$ cat config.mk
export PLATFORM = sky130hd
export DESIGN_NAME = compensation_settings_cmds
export DESIGN_NICKNAME = d
export VERILOG_FILES = /design/src/hdl/comp_pkg.sv /design/src/hdl/compensation_settings_cmds.sv /design/src/hdl/crc8_unit.sv /design/src/hdl/i2c_byte_target.sv
export VERILOG_INCLUDE_DIRS = /design/src /design/src/hdl
export SDC_FILE = /design/constraint.sdc
export NUM_CORES = 1
export LEC_CHECK = 0
export BUFFER_PORTS_ARGS = -buffer_cell sky130_fd_sc_hd__buf_4
export CAP_MARGIN = 10
export CORE_MARGIN = 2
export CORE_UTILIZATION = 45
export CTS_CLUSTER_SIZE = 30
export DETAILED_ROUTE_END_ITERATION = 10
export GPL_TIMING_DRIVEN = 0
export PLACE_DENSITY = 0.71
export SLEW_MARGIN = 30
export SYNTH_ARGS = -nofsm -noshare
export SYNTH_HDL_FRONTEND = slang
export SYNTH_HIERARCHICAL = 1
export SYNTH_SLANG_ARGS = --single-unit
$ cat constraint.sdc
create_clock -name CLK_I -period 3.2 [get_ports CLK_I]
set_input_delay 0.32 -clock CLK_I [delete_from_list [all_inputs] [get_ports CLK_I]]
set_output_delay 0.32 -clock CLK_I [all_outputs]
set_load 0.02 [all_outputs]
$ cat src/hdl/comp_consts.svh
`ifndef COMP_CONSTS_SVH
`define COMP_CONSTS_SVH

// command codes
`define CMD_SET_TOFFSET 16'h241d
`define CMD_GET_TOFFSET 16'h2318
`define CMD_SET_ALT 16'h2427
`define CMD_GET_ALT 16'h2322
`define CMD_SET_PRESS 16'he000
`define CMD_STOP_MEAS 16'h3f86
`define CMD_START_MEAS 16'h21b1

// reset values: offset word is 4 C * 65536 / 175, rounded
`define TOFFSET_RESET 16'h05da
`define ALT_RESET 16'h0000
`define PRESS_RESET 16'h0000

// timing
`define CLK_HZ 125000000
`define MS_PER_S 1000
`define STOP_WAIT_MS 500
`define PERIOD_S 5

// link and checksum
`define LINK_ADDR 7'h2a
`define CRC_POLY 8'h31
`define CRC_INIT 8'hff
`define FILL_BYTE 8'hff
`define RH_GAIN_Q8 16'h0100

// register byte offsets
`define REG_STATUS 6'h00
`define REG_TOFFSET 6'h04
`define REG_ALT 6'h08
`define REG_PRESS 6'h0c
`define REG_RAW_T 6'h10
`define REG_RAW_RH 6'h14
`define REG_OUT_TRH 6'h18
`define REG_CO2 6'h1c
`define REG_COMP 6'h20

// status bit positions
`define ST_MEAS 0
`define ST_STOP_BUSY 1
`define ST_REFRESH 2
`define ST_PRESS_SET 3
`define ST_CRC_ERR 4
`define COMP_SRC_BIT 16

`endif

$ cat src/hdl/comp_pkg.sv
package comp_pkg;

  typedef enum logic [2:0] {
    CMD_NONE, CMD_SET_TOFF, CMD_GET_TOFF, CMD_SET_ALT, CMD_GET_ALT,
    CMD_SET_PRESS, CMD_STOP, CMD_START
  } cmd_kind_t;

  typedef enum logic [2:0] {
    L_IDLE, L_RX, L_RX_END, L_RX_ACK, L_TX, L_TX_ACK
  } link_state_t;

  typedef enum logic [2:0] {
    B_CMD_HI, B_CMD_LO, B_PAR_HI, B_PAR_LO, B_PAR_CRC, B_DONE
  } byte_phase_t;

  typedef struct packed {
    logic start;
    logic stop;
    logic addr;
    logic rw;
    logic rx_valid;
    logic [7:0] rx_byte;
    logic tx_req;
  } link_evt_t;

  typedef struct packed {
    logic [15:0] toffset;
    logic [15:0] altitude;
    logic [15:0] pressure;
    logic press_set;
  } settings_t;

endpackage

$ cat src/hdl/compensation_settings_cmds.sv
// Functional notes
// - Offset and altitude get/set only act while idle; pressure set also allowed while measuring, but not during the stop hold-off.
// - Settings are volatile; reset restores the default values.
// - Temperature offset alters temperature and humidity outputs only, never gas output.
// - Temperature offset defaults to the word for four degrees Celsius.
// - Command 0x241d sets offset word (deg*65536/175), quick, no reply.
// - Command 0x2318 returns offset word plus checksum, three bytes.
// - Altitude defaults to zero metres.
// - Command 0x2427 sets altitude word in metres, no reply.
// - Command 0x2322 returns altitude word in metres plus checksum.
// - Ambient pressure command is accepted during periodic measurement.
// - Command 0xe000 sets pressure word (pascal/100), no reply.
// - Once pressure is written it replaces altitude-based pressure compensation.
// - Command 0x3f86 stops measurement; commands ignored for 500 ms afterwards.
// - Command 0x21b1 starts measurement with a refresh every 5 seconds.
//
// Our own choices: the Avalon-MM register port and the placing of the registers.
`timescale 1ns/1ps
`include "comp_consts.svh"

module compensation_settings_cmds #(
  parameter int unsigned STOP_CYCLES = `STOP_WAIT_MS * (`CLK_HZ / `MS_PER_S),
  parameter int unsigned PERIOD_CYCLES = `PERIOD_S * `CLK_HZ,
  parameter logic [6:0] LINK_ADDR = `LINK_ADDR,
  parameter logic [15:0] RH_GAIN = `RH_GAIN_Q8
) (
  input wire logic CLK_I,
  input wire logic RESET_I,
  input wire logic [5:0] AVS_ADDRESS_I,
  input wire logic AVS_READ_I,
  input wire logic AVS_WRITE_I,
  input wire logic [31:0] AVS_WRITEDATA_I,
  output logic [31:0] AVS_READDATA_O,
  output logic AVS_WAITREQUEST_O,
  input wire logic SCL_I,
  input wire logic SDA_I,
  output logic SDA_O,
  output logic SDA_OE_N_O
);

  comp_pkg::link_evt_t evt;
  comp_pkg::settings_t set_q, next_set;
  comp_pkg::byte_phase_t phase, next_phase;
  logic [15:0] cmd, next_cmd, par, next_par, resp, next_resp;
  logic resp_valid, next_resp_valid;
  logic [1:0] tx_idx, next_tx_idx;
  logic measuring, next_measuring, refresh, next_refresh, crc_err, next_crc_err;
  logic [31:0] stop_cnt, next_stop_cnt, period_cnt, next_period_cnt;
  logic [7:0] rx_crc, tx_crc, tx_byte;
  logic stop_busy;
  logic done, next_done;
  logic [31:0] rdata, next_rdata;
  logic [15:0] raw_t, next_raw_t, raw_rh, next_raw_rh, raw_co2, next_raw_co2;
  logic [15:0] t_out, rh_out, comp_val;
  logic [31:0] rh_prod;
  logic [16:0] rh_sum;
  logic bus_wr, clr_status;
  comp_pkg::cmd_kind_t kind_lo, kind_cmd;

  function automatic comp_pkg::cmd_kind_t cmd_kind(input logic [15:0] w);
    if (w == `CMD_SET_TOFFSET) begin
      return comp_pkg::CMD_SET_TOFF;
    end else if (w == `CMD_GET_TOFFSET) begin
      return comp_pkg::CMD_GET_TOFF;
    end else if (w == `CMD_SET_ALT) begin
      return comp_pkg::CMD_SET_ALT;
    end else if (w == `CMD_GET_ALT) begin
      return comp_pkg::CMD_GET_ALT;
    end else if (w == `CMD_SET_PRESS) begin
      return comp_pkg::CMD_SET_PRESS;
    end else if (w == `CMD_STOP_MEAS) begin
      return comp_pkg::CMD_STOP;
    end else if (w == `CMD_START_MEAS) begin
      return comp_pkg::CMD_START;
    end else begin
      return comp_pkg::CMD_NONE;
    end
  endfunction

  i2c_byte_target #(
    .ADDR(LINK_ADDR)
  ) u_link (
    .clk_i(CLK_I),
    .rst_i(RESET_I),
    .scl_i(SCL_I),
    .sda_i(SDA_I),
    .accept_i(~stop_busy),
    .read_ok_i(resp_valid),
    .tx_byte_i(tx_byte),
    .sda_oe_n_o(SDA_OE_N_O),
    .evt_o(evt)
  );

  crc8_unit u_rx_crc (
    .clk_i(CLK_I),
    .rst_i(RESET_I),
    .word_i(par),
    .crc_o(rx_crc)
  );

  crc8_unit u_tx_crc (
    .clk_i(CLK_I),
    .rst_i(RESET_I),
    .word_i(resp),
    .crc_o(tx_crc)
  );

  assign stop_busy = (stop_cnt != 32'h0);
  assign SDA_O = 1'b0;

  always_comb begin
    if (tx_idx == 2'h0) begin
      tx_byte = resp[15:8];
    end else if (tx_idx == 2'h1) begin
      tx_byte = resp[7:0];
    end else if (tx_idx == 2'h2) begin
      tx_byte = tx_crc;
    end else begin
      tx_byte = `FILL_BYTE;
    end
  end

  assign kind_lo = cmd_kind({cmd[15:8], evt.rx_byte});
  assign kind_cmd = cmd_kind(cmd);
  assign bus_wr = AVS_WRITE_I & done;
  assign clr_status = bus_wr && (AVS_ADDRESS_I == `REG_STATUS);

  always_comb begin
    next_set = set_q;
    next_phase = phase;
    next_cmd = cmd;
    next_par = par;
    next_resp = resp;
    next_resp_valid = resp_valid;
    next_tx_idx = tx_idx;
    next_measuring = measuring;
    next_refresh = refresh;
    next_crc_err = crc_err;
    next_stop_cnt = stop_cnt;
    next_period_cnt = period_cnt;
    // software clear first so that a same-cycle hardware set wins
    if (clr_status && AVS_WRITEDATA_I[`ST_REFRESH]) begin
      next_refresh = 1'b0;
    end
    if (clr_status && AVS_WRITEDATA_I[`ST_CRC_ERR]) begin
      next_crc_err = 1'b0;
    end
    if (stop_busy) begin
      next_stop_cnt = stop_cnt - 32'h1;
    end
    if (measuring) begin
      if (period_cnt == PERIOD_CYCLES - 32'h1) begin
        next_period_cnt = 32'h0;
        next_refresh = 1'b1;
      end else begin
        next_period_cnt = period_cnt + 32'h1;
      end
    end
    if (evt.addr) begin
      next_tx_idx = 2'h0;
      if (!evt.rw) begin
        next_phase = comp_pkg::B_CMD_HI;
        next_resp_valid = 1'b0;
      end
    end
    if (evt.tx_req && tx_idx != 2'h3) begin
      next_tx_idx = tx_idx + 2'h1;
    end
    if (evt.rx_valid) begin
      case (phase)
        comp_pkg::B_CMD_HI: begin
          next_cmd = {evt.rx_byte, 8'h00};
          next_phase = comp_pkg::B_CMD_LO;
        end
        comp_pkg::B_CMD_LO: begin
          next_cmd = {cmd[15:8], evt.rx_byte};
          next_phase = comp_pkg::B_DONE;
          if (measuring && kind_lo != comp_pkg::CMD_SET_PRESS && kind_lo != comp_pkg::CMD_STOP) begin
            next_phase = comp_pkg::B_DONE;
          end else begin
            case (kind_lo)
              comp_pkg::CMD_SET_TOFF, comp_pkg::CMD_SET_ALT, comp_pkg::CMD_SET_PRESS: begin
                next_phase = comp_pkg::B_PAR_HI;
              end
              comp_pkg::CMD_GET_TOFF: begin
                next_resp = set_q.toffset;
                next_resp_valid = 1'b1;
              end
              comp_pkg::CMD_GET_ALT: begin
                next_resp = set_q.altitude;
                next_resp_valid = 1'b1;
              end
              comp_pkg::CMD_STOP: begin
                next_measuring = 1'b0;
                next_stop_cnt = STOP_CYCLES;
              end
              comp_pkg::CMD_START: begin
                next_measuring = 1'b1;
                next_period_cnt = 32'h0;
              end
              default: begin
              end
            endcase
          end
        end
        comp_pkg::B_PAR_HI: begin
          next_par = {evt.rx_byte, par[7:0]};
          next_phase = comp_pkg::B_PAR_LO;
        end
        comp_pkg::B_PAR_LO: begin
          next_par = {par[15:8], evt.rx_byte};
          next_phase = comp_pkg::B_PAR_CRC;
        end
        comp_pkg::B_PAR_CRC: begin
          next_phase = comp_pkg::B_DONE;
          if (evt.rx_byte != rx_crc) begin
            next_crc_err = 1'b1;
          end else begin
            case (kind_cmd)
              comp_pkg::CMD_SET_TOFF: next_set.toffset = par;
              comp_pkg::CMD_SET_ALT: next_set.altitude = par;
              comp_pkg::CMD_SET_PRESS: begin
                next_set.pressure = par;
                next_set.press_set = 1'b1;
              end
              default: begin
              end
            endcase
          end
        end
        default: begin
        end
      endcase
    end
  end

  always_ff @(posedge CLK_I) begin
    if (RESET_I) begin
      set_q.toffset <= `TOFFSET_RESET;
      set_q.altitude <= `ALT_RESET;
      set_q.pressure <= `PRESS_RESET;
      set_q.press_set <= 1'b0;
      phase <= comp_pkg::B_DONE;
      cmd <= 16'h0000;
      par <= 16'h0000;
      resp <= 16'h0000;
      resp_valid <= 1'b0;
      tx_idx <= 2'h0;
      measuring <= 1'b0;
      refresh <= 1'b0;
      crc_err <= 1'b0;
      stop_cnt <= 32'h0;
      period_cnt <= 32'h0;
    end else begin
      set_q <= next_set;
      phase <= next_phase;
      cmd <= next_cmd;
      par <= next_par;
      resp <= next_resp;
      resp_valid <= next_resp_valid;
      tx_idx <= next_tx_idx;
      measuring <= next_measuring;
      refresh <= next_refresh;
      crc_err <= next_crc_err;
      stop_cnt <= next_stop_cnt;
      period_cnt <= next_period_cnt;
    end
  end

  // offset shifts temperature and humidity only
  assign t_out = (raw_t > set_q.toffset) ? raw_t - set_q.toffset : 16'h0000;
  assign rh_prod = set_q.toffset * RH_GAIN;
  assign rh_sum = {1'b0, raw_rh} + {1'b0, rh_prod[23:8]};
  assign rh_out = rh_sum[16] ? 16'hffff : rh_sum[15:0];
  assign comp_val = set_q.press_set ? set_q.pressure : set_q.altitude;

  // one wait cycle per access keeps the read mux off the critical path
  always_comb begin
    next_done = (AVS_READ_I | AVS_WRITE_I) & ~done;
    next_rdata = rdata;
    next_raw_t = raw_t;
    next_raw_rh = raw_rh;
    next_raw_co2 = raw_co2;
    if (AVS_READ_I && !done) begin
      if (AVS_ADDRESS_I == `REG_STATUS) begin
        next_rdata = {27'h0, crc_err, set_q.press_set, refresh, stop_busy, measuring};
      end else if (AVS_ADDRESS_I == `REG_TOFFSET) begin
        next_rdata = {16'h0, set_q.toffset};
      end else if (AVS_ADDRESS_I == `REG_ALT) begin
        next_rdata = {16'h0, set_q.altitude};
      end else if (AVS_ADDRESS_I == `REG_PRESS) begin
        next_rdata = {16'h0, set_q.pressure};
      end else if (AVS_ADDRESS_I == `REG_RAW_T) begin
        next_rdata = {16'h0, raw_t};
      end else if (AVS_ADDRESS_I == `REG_RAW_RH) begin
        next_rdata = {16'h0, raw_rh};
      end else if (AVS_ADDRESS_I == `REG_OUT_TRH) begin
        next_rdata = {rh_out, t_out};
      end else if (AVS_ADDRESS_I == `REG_CO2) begin
        next_rdata = {16'h0, raw_co2};
      end else if (AVS_ADDRESS_I == `REG_COMP) begin
        next_rdata = {15'h0, set_q.press_set, comp_val};
      end else begin
        next_rdata = 32'h0;
      end
    end
    if (bus_wr && AVS_ADDRESS_I == `REG_RAW_T) begin
      next_raw_t = AVS_WRITEDATA_I[15:0];
    end else if (bus_wr && AVS_ADDRESS_I == `REG_RAW_RH) begin
      next_raw_rh = AVS_WRITEDATA_I[15:0];
    end else if (bus_wr && AVS_ADDRESS_I == `REG_CO2) begin
      next_raw_co2 = AVS_WRITEDATA_I[15:0];
    end
  end

  always_ff @(posedge CLK_I) begin
    if (RESET_I) begin
      done <= 1'b0;
      rdata <= 32'h0;
      raw_t <= 16'h0000;
      raw_rh <= 16'h0000;
      raw_co2 <= 16'h0000;
    end else begin
      done <= next_done;
      rdata <= next_rdata;
      raw_t <= next_raw_t;
      raw_rh <= next_raw_rh;
      raw_co2 <= next_raw_co2;
    end
  end

  assign AVS_READDATA_O = rdata;
  assign AVS_WAITREQUEST_O = (AVS_READ_I | AVS_WRITE_I) & ~done;

endmodule // compensation_settings_cmds

$ cat src/hdl/crc8_unit.sv
`timescale 1ns/1ps
`include "comp_consts.svh"

module crc8_unit #(
  parameter logic [7:0] POLY = `CRC_POLY,
  parameter logic [7:0] INIT = `CRC_INIT
) (
  input wire logic clk_i,
  input wire logic rst_i,
  input wire logic [15:0] word_i,
  output logic [7:0] crc_o
);

  logic [7:0] next_crc;

  function automatic logic [7:0] crc_word(input logic [15:0] w);
    logic [7:0] c;
    c = INIT;
    for (int i = 15; i >= 0; i--) begin
      if (c[7] ^ w[i]) begin
        c = {c[6:0], 1'b0} ^ POLY;
      end else begin
        c = {c[6:0], 1'b0};
      end
    end
    return c;
  endfunction

  always_comb begin
    next_crc = crc_word(word_i);
  end

  always_ff @(posedge clk_i) begin
    if (rst_i) begin
      crc_o <= 8'h00;
    end else begin
      crc_o <= next_crc;
    end
  end

endmodule // crc8_unit

$ cat src/hdl/i2c_byte_target.sv
`timescale 1ns/1ps
`include "comp_consts.svh"

module i2c_byte_target #(
  parameter logic [6:0] ADDR = `LINK_ADDR
) (
  input wire logic clk_i,
  input wire logic rst_i,
  input wire logic scl_i,
  input wire logic sda_i,
  input wire logic accept_i,
  input wire logic read_ok_i,
  input wire logic [7:0] tx_byte_i,
  output logic sda_oe_n_o,
  output comp_pkg::link_evt_t evt_o
);

  logic scl_s1, scl_s2, scl_d, sda_s1, sda_s2, sda_d;
  logic scl_rise, scl_fall, start_c, stop_c;
  comp_pkg::link_state_t state, next_state;
  logic [2:0] bit_cnt, next_bit_cnt;
  logic [7:0] shreg, next_shreg, tx_sh, next_tx_sh;
  logic is_addr, next_is_addr, rw, next_rw, drive, next_drive;
  logic master_ack, next_master_ack;
  comp_pkg::link_evt_t evt, next_evt;

  // three flops on each pin; edge logic compares the second stage with the third
  always_ff @(posedge clk_i) begin
    if (rst_i) begin
      {scl_s1, scl_s2, scl_d, sda_s1, sda_s2, sda_d} <= 6'h3f;
    end else begin
      {scl_s1, scl_s2, scl_d} <= {scl_i, scl_s1, scl_s2};
      {sda_s1, sda_s2, sda_d} <= {sda_i, sda_s1, sda_s2};
    end
  end

  assign scl_rise = scl_s2 & ~scl_d;
  assign scl_fall = ~scl_s2 & scl_d;
  assign start_c = scl_s2 & scl_d & sda_d & ~sda_s2;
  assign stop_c = scl_s2 & scl_d & ~sda_d & sda_s2;

  always_comb begin
    next_state = state;
    next_bit_cnt = bit_cnt;
    next_shreg = shreg;
    next_tx_sh = tx_sh;
    next_is_addr = is_addr;
    next_rw = rw;
    next_drive = drive;
    next_master_ack = master_ack;
    next_evt = '0;
    next_evt.rx_byte = evt.rx_byte;
    if (start_c) begin
      next_state = comp_pkg::L_RX;
      next_is_addr = 1'b1;
      next_rw = 1'b0;
      next_bit_cnt = 3'h0;
      next_drive = 1'b0;
      next_evt.start = 1'b1;
    end else if (stop_c) begin
      next_state = comp_pkg::L_IDLE;
      next_drive = 1'b0;
      next_evt.stop = 1'b1;
    end else begin
      case (state)
        comp_pkg::L_RX: begin
          if (scl_rise) begin
            next_shreg = {shreg[6:0], sda_s2};
            next_bit_cnt = bit_cnt + 3'h1;
            if (bit_cnt == 3'h7) begin
              next_state = comp_pkg::L_RX_END;
            end
          end
        end
        comp_pkg::L_RX_END: begin
          if (scl_fall) begin
            if (!is_addr) begin
              next_drive = 1'b1;
              next_evt.rx_valid = 1'b1;
              next_evt.rx_byte = shreg;
              next_state = comp_pkg::L_RX_ACK;
            end else if (shreg[7:1] == ADDR && accept_i && (!shreg[0] || read_ok_i)) begin
              next_drive = 1'b1;
              next_rw = shreg[0];
              next_evt.addr = 1'b1;
              next_evt.rw = shreg[0];
              next_state = comp_pkg::L_RX_ACK;
            end else begin
              // not ours or refused: stay off the bus until the next start
              next_state = comp_pkg::L_IDLE;
            end
          end
        end
        comp_pkg::L_RX_ACK: begin
          if (scl_fall) begin
            next_bit_cnt = 3'h0;
            next_is_addr = 1'b0;
            if (rw) begin
              next_tx_sh = tx_byte_i;
              next_drive = ~tx_byte_i[7];
              next_evt.tx_req = 1'b1;
              next_state = comp_pkg::L_TX;
            end else begin
              next_drive = 1'b0;
              next_state = comp_pkg::L_RX;
            end
          end
        end
        comp_pkg::L_TX: begin
          if (scl_fall) begin
            if (bit_cnt == 3'h7) begin
              next_drive = 1'b0;
              next_state = comp_pkg::L_TX_ACK;
            end else begin
              next_tx_sh = {tx_sh[6:0], 1'b0};
              next_drive = ~tx_sh[6];
              next_bit_cnt = bit_cnt + 3'h1;
            end
          end
        end
        comp_pkg::L_TX_ACK: begin
          if (scl_rise) begin
            next_master_ack = ~sda_s2;
          end else if (scl_fall) begin
            next_bit_cnt = 3'h0;
            if (master_ack) begin
              next_tx_sh = tx_byte_i;
              next_drive = ~tx_byte_i[7];
              next_evt.tx_req = 1'b1;
              next_state = comp_pkg::L_TX;
            end else begin
              next_state = comp_pkg::L_IDLE;
            end
          end
        end
        default: begin
        end
      endcase
    end
  end

  always_ff @(posedge clk_i) begin
    if (rst_i) begin
      state <= comp_pkg::L_IDLE;
      bit_cnt <= 3'h0;
      shreg <= 8'h00;
      tx_sh <= 8'h00;
      is_addr <= 1'b0;
      rw <= 1'b0;
      drive <= 1'b0;
      master_ack <= 1'b0;
      evt <= '0;
    end else begin
      state <= next_state;
      bit_cnt <= next_bit_cnt;
      shreg <= next_shreg;
      tx_sh <= next_tx_sh;
      is_addr <= next_is_addr;
      rw <= next_rw;
      drive <= next_drive;
      master_ack <= next_master_ack;
      evt <= next_evt;
    end
  end

  assign sda_oe_n_o = ~drive;
  assign evt_o = evt;

endmodule // i2c_byte_target

* Word-level counts from Yosys, hierarchy flattened *
Cells that the tools add are included.

storage, ports and cells
  bits of input ports = 44
  flip-flop bits (word level) = 310
  output and inout bits = 35
  logic and storage cells = 427

operators by class
  add/subtract/negate cells = 6
  bitwise gates (word level) = 94
  $lt $le $gt $ge = 1
  muxes and demuxes = 149
  reduce and logical (&&, ||, !) cells = 60
  equality and inequality tests = 71

operators with widths
  cell                                                                  count
  32-bit 2-to-1 mux                                                     18
  16-bit by 14-bit == test with 1-bit output, second input constant     12
  6-bit 2-to-1 mux                                                      32
  3-bit 2-to-1 mux                                                      34
  16-bit one-hot mux with 2 select lines                                3
  3-bit inverter                                                        30
  7-bit 2-to-1 mux                                                      7
  16-bit 2-to-1 mux                                                     3
  1-bit 2-to-1 mux                                                      34
  17-bit 2-to-1 mux                                                     2
  32-bit by 1-bit adder with 32-bit output, second input constant       1
  16-bit == test, second input constant                                 2
  32-bit by 30-bit == test with 1-bit output, second input constant     1
  32-bit nonzero test                                                   1
  32-bit by 1-bit subtractor with 32-bit output, second input constant  1
  3-bit one-hot mux with 5 select lines                                 2
  4-bit by 1-bit != test with 1-bit output, second input constant       7
  4-bit AND reduction                                                   7
  3-bit == test, second input constant                                  9
  1-bit bitwise XOR                                                     26
  6-bit by 5-bit == test with 1-bit output, second input constant       4
  8-bit 2-to-1 mux                                                      3
  1-bit inverter                                                        24
  3-bit by 2-bit == test with 1-bit output, second input constant       7
  49 further kinds                                                      111

* Depth between registers and ports, before layout *
  depth after elaboration = 31
  mapped depth = 13
  depth with buffers taken out = 12

* Cells and area by module *
The synthesis kept the hierarchy.

modules (own cells, without submodules)
  module                      area each (um^2)  times used  cells each  seq. area each (um^2)
  compensation_settings_cmds  13121.3           1           1635        5024.8
  i2c_byte_target             2095.8            1           219         900.9
  crc8_unit                   608.1             2           50          160.2

* Worst setup path before layout *
OpenSTA, ideal clock, no wires.

  path kind = register -> register
  from = register stop_cnt[19]
  to = register u_link.rw
  data arrival time = 2.625 ns
  clock period less this slack = 2.742 ns
  library setup time = 0.116 ns
  required time = 3.084 ns
  stages on the path, launching flop included = 12
  path buffers = 0
  path slack = 0.458 ns
  cells stage by stage = dfxtp_1 > or4_1 > nor3_1 > nand3_1 > nor2_2 > nand2_1 > inv_2 > nand4b_1 > nor3_4 > and4_1 > mux2i_1 > nor2_1

on the way
  cells in the longest elaborated chain, start to end = 5

ends and longest elaborated chain
  what                                  RTL line                           text
  start, declared                       compensation_settings_cmds.sv:48   logic [31:0] stop_cnt, next_stop_cnt, period_cnt, next_period_cnt;
  start signal, assigned                compensation_settings_cmds.sv:265  stop_cnt <= next_stop_cnt;
  32-bit nonzero test                   compensation_settings_cmds.sv:108  assign stop_busy = (stop_cnt != 32'h0);
  1-bit inverter                        compensation_settings_cmds.sv:87   .accept_i(~stop_busy),
  1-bit logical AND (2 in a row)        i2c_byte_target.sv:82              end else if (shreg[7:1] == ADDR && accept_i && (!shreg[0] || read_ok_i)) begin
  5-bit AND reduction (no source line)  -
  end signal, assigned                  i2c_byte_target.sv:159             rw <= next_rw;
  end, declared                         i2c_byte_target.sv:23              logic is_addr, next_is_addr, rw, next_rw, drive, next_drive;

Every way passes these cells.
A chain may end at the register's enable or synchronous reset.

* Worst setup path in the final report *
  from = register set_q[39] (netlist name)
  to = register rdata[2], in the netlist AVS_READDATA_O[2]

on the way
  cells in the longest elaborated chain, start to end = 9

ends and longest elaborated chain
  what                            RTL line                           text
  start, declared                 compensation_settings_cmds.sv:42   comp_pkg::settings_t set_q, next_set;
  start signal, assigned          compensation_settings_cmds.sv:255  set_q <= next_set;
  16-bit greater-than comparator  compensation_settings_cmds.sv:271  assign t_out = (raw_t > set_q.toffset) ? raw_t - set_q.toffset : 16'h0000;
  16-bit 2-to-1 mux               compensation_settings_cmds.sv:271
  32-bit 2-to-1 mux               compensation_settings_cmds.sv:297  end else if (AVS_ADDRESS_I == `REG_OUT_TRH) begin
  32-bit 2-to-1 mux               compensation_settings_cmds.sv:295  end else if (AVS_ADDRESS_I == `REG_RAW_RH) begin
  32-bit 2-to-1 mux               compensation_settings_cmds.sv:293  end else if (AVS_ADDRESS_I == `REG_RAW_T) begin
  32-bit 2-to-1 mux               compensation_settings_cmds.sv:291  end else if (AVS_ADDRESS_I == `REG_PRESS) begin
  32-bit 2-to-1 mux               compensation_settings_cmds.sv:289  end else if (AVS_ADDRESS_I == `REG_ALT) begin
  32-bit 2-to-1 mux               compensation_settings_cmds.sv:287  end else if (AVS_ADDRESS_I == `REG_TOFFSET) begin
  32-bit 2-to-1 mux               compensation_settings_cmds.sv:285  if (AVS_ADDRESS_I == `REG_STATUS) begin
  end signal, assigned            compensation_settings_cmds.sv:325  rdata <= next_rdata;
  end, declared                   compensation_settings_cmds.sv:52   logic [31:0] rdata, next_rdata;

Every way passes these cells.

==> results.cfg <==
[finish]
fill_cells = 3374
multiInputGateArea_um2 = 9600
final_common_cell = dfxtp_1
nets = 2134
mostFrequentLayoutCells = dfxtp_1, nand2_1, nor2_1
regArea_um2 = 6210
design_area_um2 = 18700
syn_to_final_growth_pct = 13.9
num_antenna_cells = 0
fin_cells = 2530
drive_gt1_share_pct = 10.3

[synth]
synthCells = 1950
yosysWarnings = 6
synth_nets = 2038
syn_area_um2 = 16400
synth.avg_cell_area_um2 = 8.40

[global_route]
grt_pass1_vias = 14000
grt_max_degree = 15
grt_first_pass_wirelength_mm = 76.1
grt-ovfl-total = 0
antenna_found_initial = 0
grt_use_total_pct = 25.2

[power_and_ir_drop]
leakage_nw = 6.86
powerDensity_nw_per_um2 = 533
ir_drop_v = 0.000372

[routing]
viasPerCell = 5.75
ant_nets = 0
wire_per_inst_um = 19.1
drtIter0Drc = 1077
drt_pass1_iterations = 5
vias = 14600
detail_route.wirelength_mm = 48.3
drcViolationCount = 0

[sta]
hold_viol_final = 0
clock_skew_ps = 26.8
period_share_pct = 95.9
hold_ws_ps = 36.6
fmax_mhz = 326
worst_slack_ps = 133
final_max_slew_viol_count = 0
slew_headroom_pct = 28.7
final.min_clock_period_ps = 3070
rsz0062_at_grt = false
tightest_slew_ps = 1060
setup_violations = 0

[worst_setup_path]
arrival_ps = 3450
end_kind = flip-flop
crit_required_ps = 3590
cp_max_fo = 10
r2r_cells = 10
start_kind = flip-flop
critPathKind = flip-flop to flip-flop

[clock_network]
clockBufferDepth = 3
numCtsBuffers = 35
clk_pin_slew_worst_paths_ps = 60
cts_tree = yes
clk_latency_ps = 540
cts-root-buf = clkbuf_16
cts_max_level = 2
cts_sinks = 310

[floorplanning]
design.core.area_um2 = 35700
start_util_pct = 45.8
die_area_um2 = 37900
die_h_um = 195
io_pins = 79
die_w_um = 195
rows = 69

[worst_hold_path]
hold-path-cell-count = 3
min-delay-path-class = primary input to flip-flop

[place]
gp_congestion = 0.968
port_buffers = 60
dp_hpwl_mm = 36.2
dpl_cell_area_um2 = 17400
pre_cts_ws_ps = -148
dp_cells = 2471

[job]
cap_violations = 0

[outcome]
outcome = completed
## flip-flops by register name, indices dropped and copies added, names as in the netlist, 32 cells and up
signal          cells
AVS_READDATA_O     32
period_cnt         32
set_q              49
stop_cnt           32
## per-layer routing
metal / vias up / routed length [µm] / track usage, %
li1: 7011 / - / -
met1: 6927 / 21100 / 32.3
met2: 497 / 22100 / 41.8
met3: 119 / 2900 / 4.03
met4: 0 / 2150 / 11.8
met5: - / 0 / 0
## where the power goes
| group | internal [mW] | switching (mW) | total [mW] |
|---|---|---|---|
| registers | 4.04 | 0.170 | 4.21 |
| logic | 0.679 | 0.927 | 1.61 |
| clock network | 2.50 | 1.64 | 4.13 |
| total | 7.21 | 2.73 | 9.94 |
## worst max-delay path, cell delays in order, from the launching register on
cell and delay [ps]:
dfxtp_2 460, inv_1 90, ha_1 380, and2_1 190, a221o_1 350, o21ai_1 170
a21oi_1 90, o31a_1 400, clkbuf_2 290, a2111oi_2 400, nor3_1 90
## layout make-up
type                    count  share of cell area (%)
clock buffers              50                    5.55
multi-input cells        1487                    51.5
flip-flops and latches    310                    33.3
plain buffers             102                    2.33
repair buffers             62                    2.52
inverters                  48                   0.979
well taps                 461                    3.09
clock inverters            10                   0.758
## worst paths after layout
| check | from | end | slack, ps |
|---|---|---|---|
| min reg2reg | u_link/sda_s1 | u_link/sda_s2 | 420 |
| max reg2reg | set_q[39] | AVS_READDATA_O[2] | 130 |
| max | set_q[39] | AVS_READDATA_O[2] | 130 |
| min | AVS_WRITEDATA_I[9] | raw_t[9] | 40 |
## per-stage QoR
stage | TNS, ps | power [mW] | utilization (%)
floorplan | 0 | 5.42 | -
global placement | -302 | 5.72 | 48.7
detailed placement | -403 | 5.76 | 48.7
CTS | 0 | 9.92 | 52.1
global route | 0 | 10.4 | 52.2
finish | 0 | 9.94 | 52.2
## what timing repair did
| action | 4_1_cts | 5_1_grt |
|---|---|---|
| setup buffers | 0 | 0 |
| resized for setup | 8 | 14 |
| hold buffers | 2 | 0 |
| endpoints found under the hold margin | 2 | 0 |
| setup endpoints to repair | 5 | 38 |
Note: power is estimated with default switching activity, not from simulation.
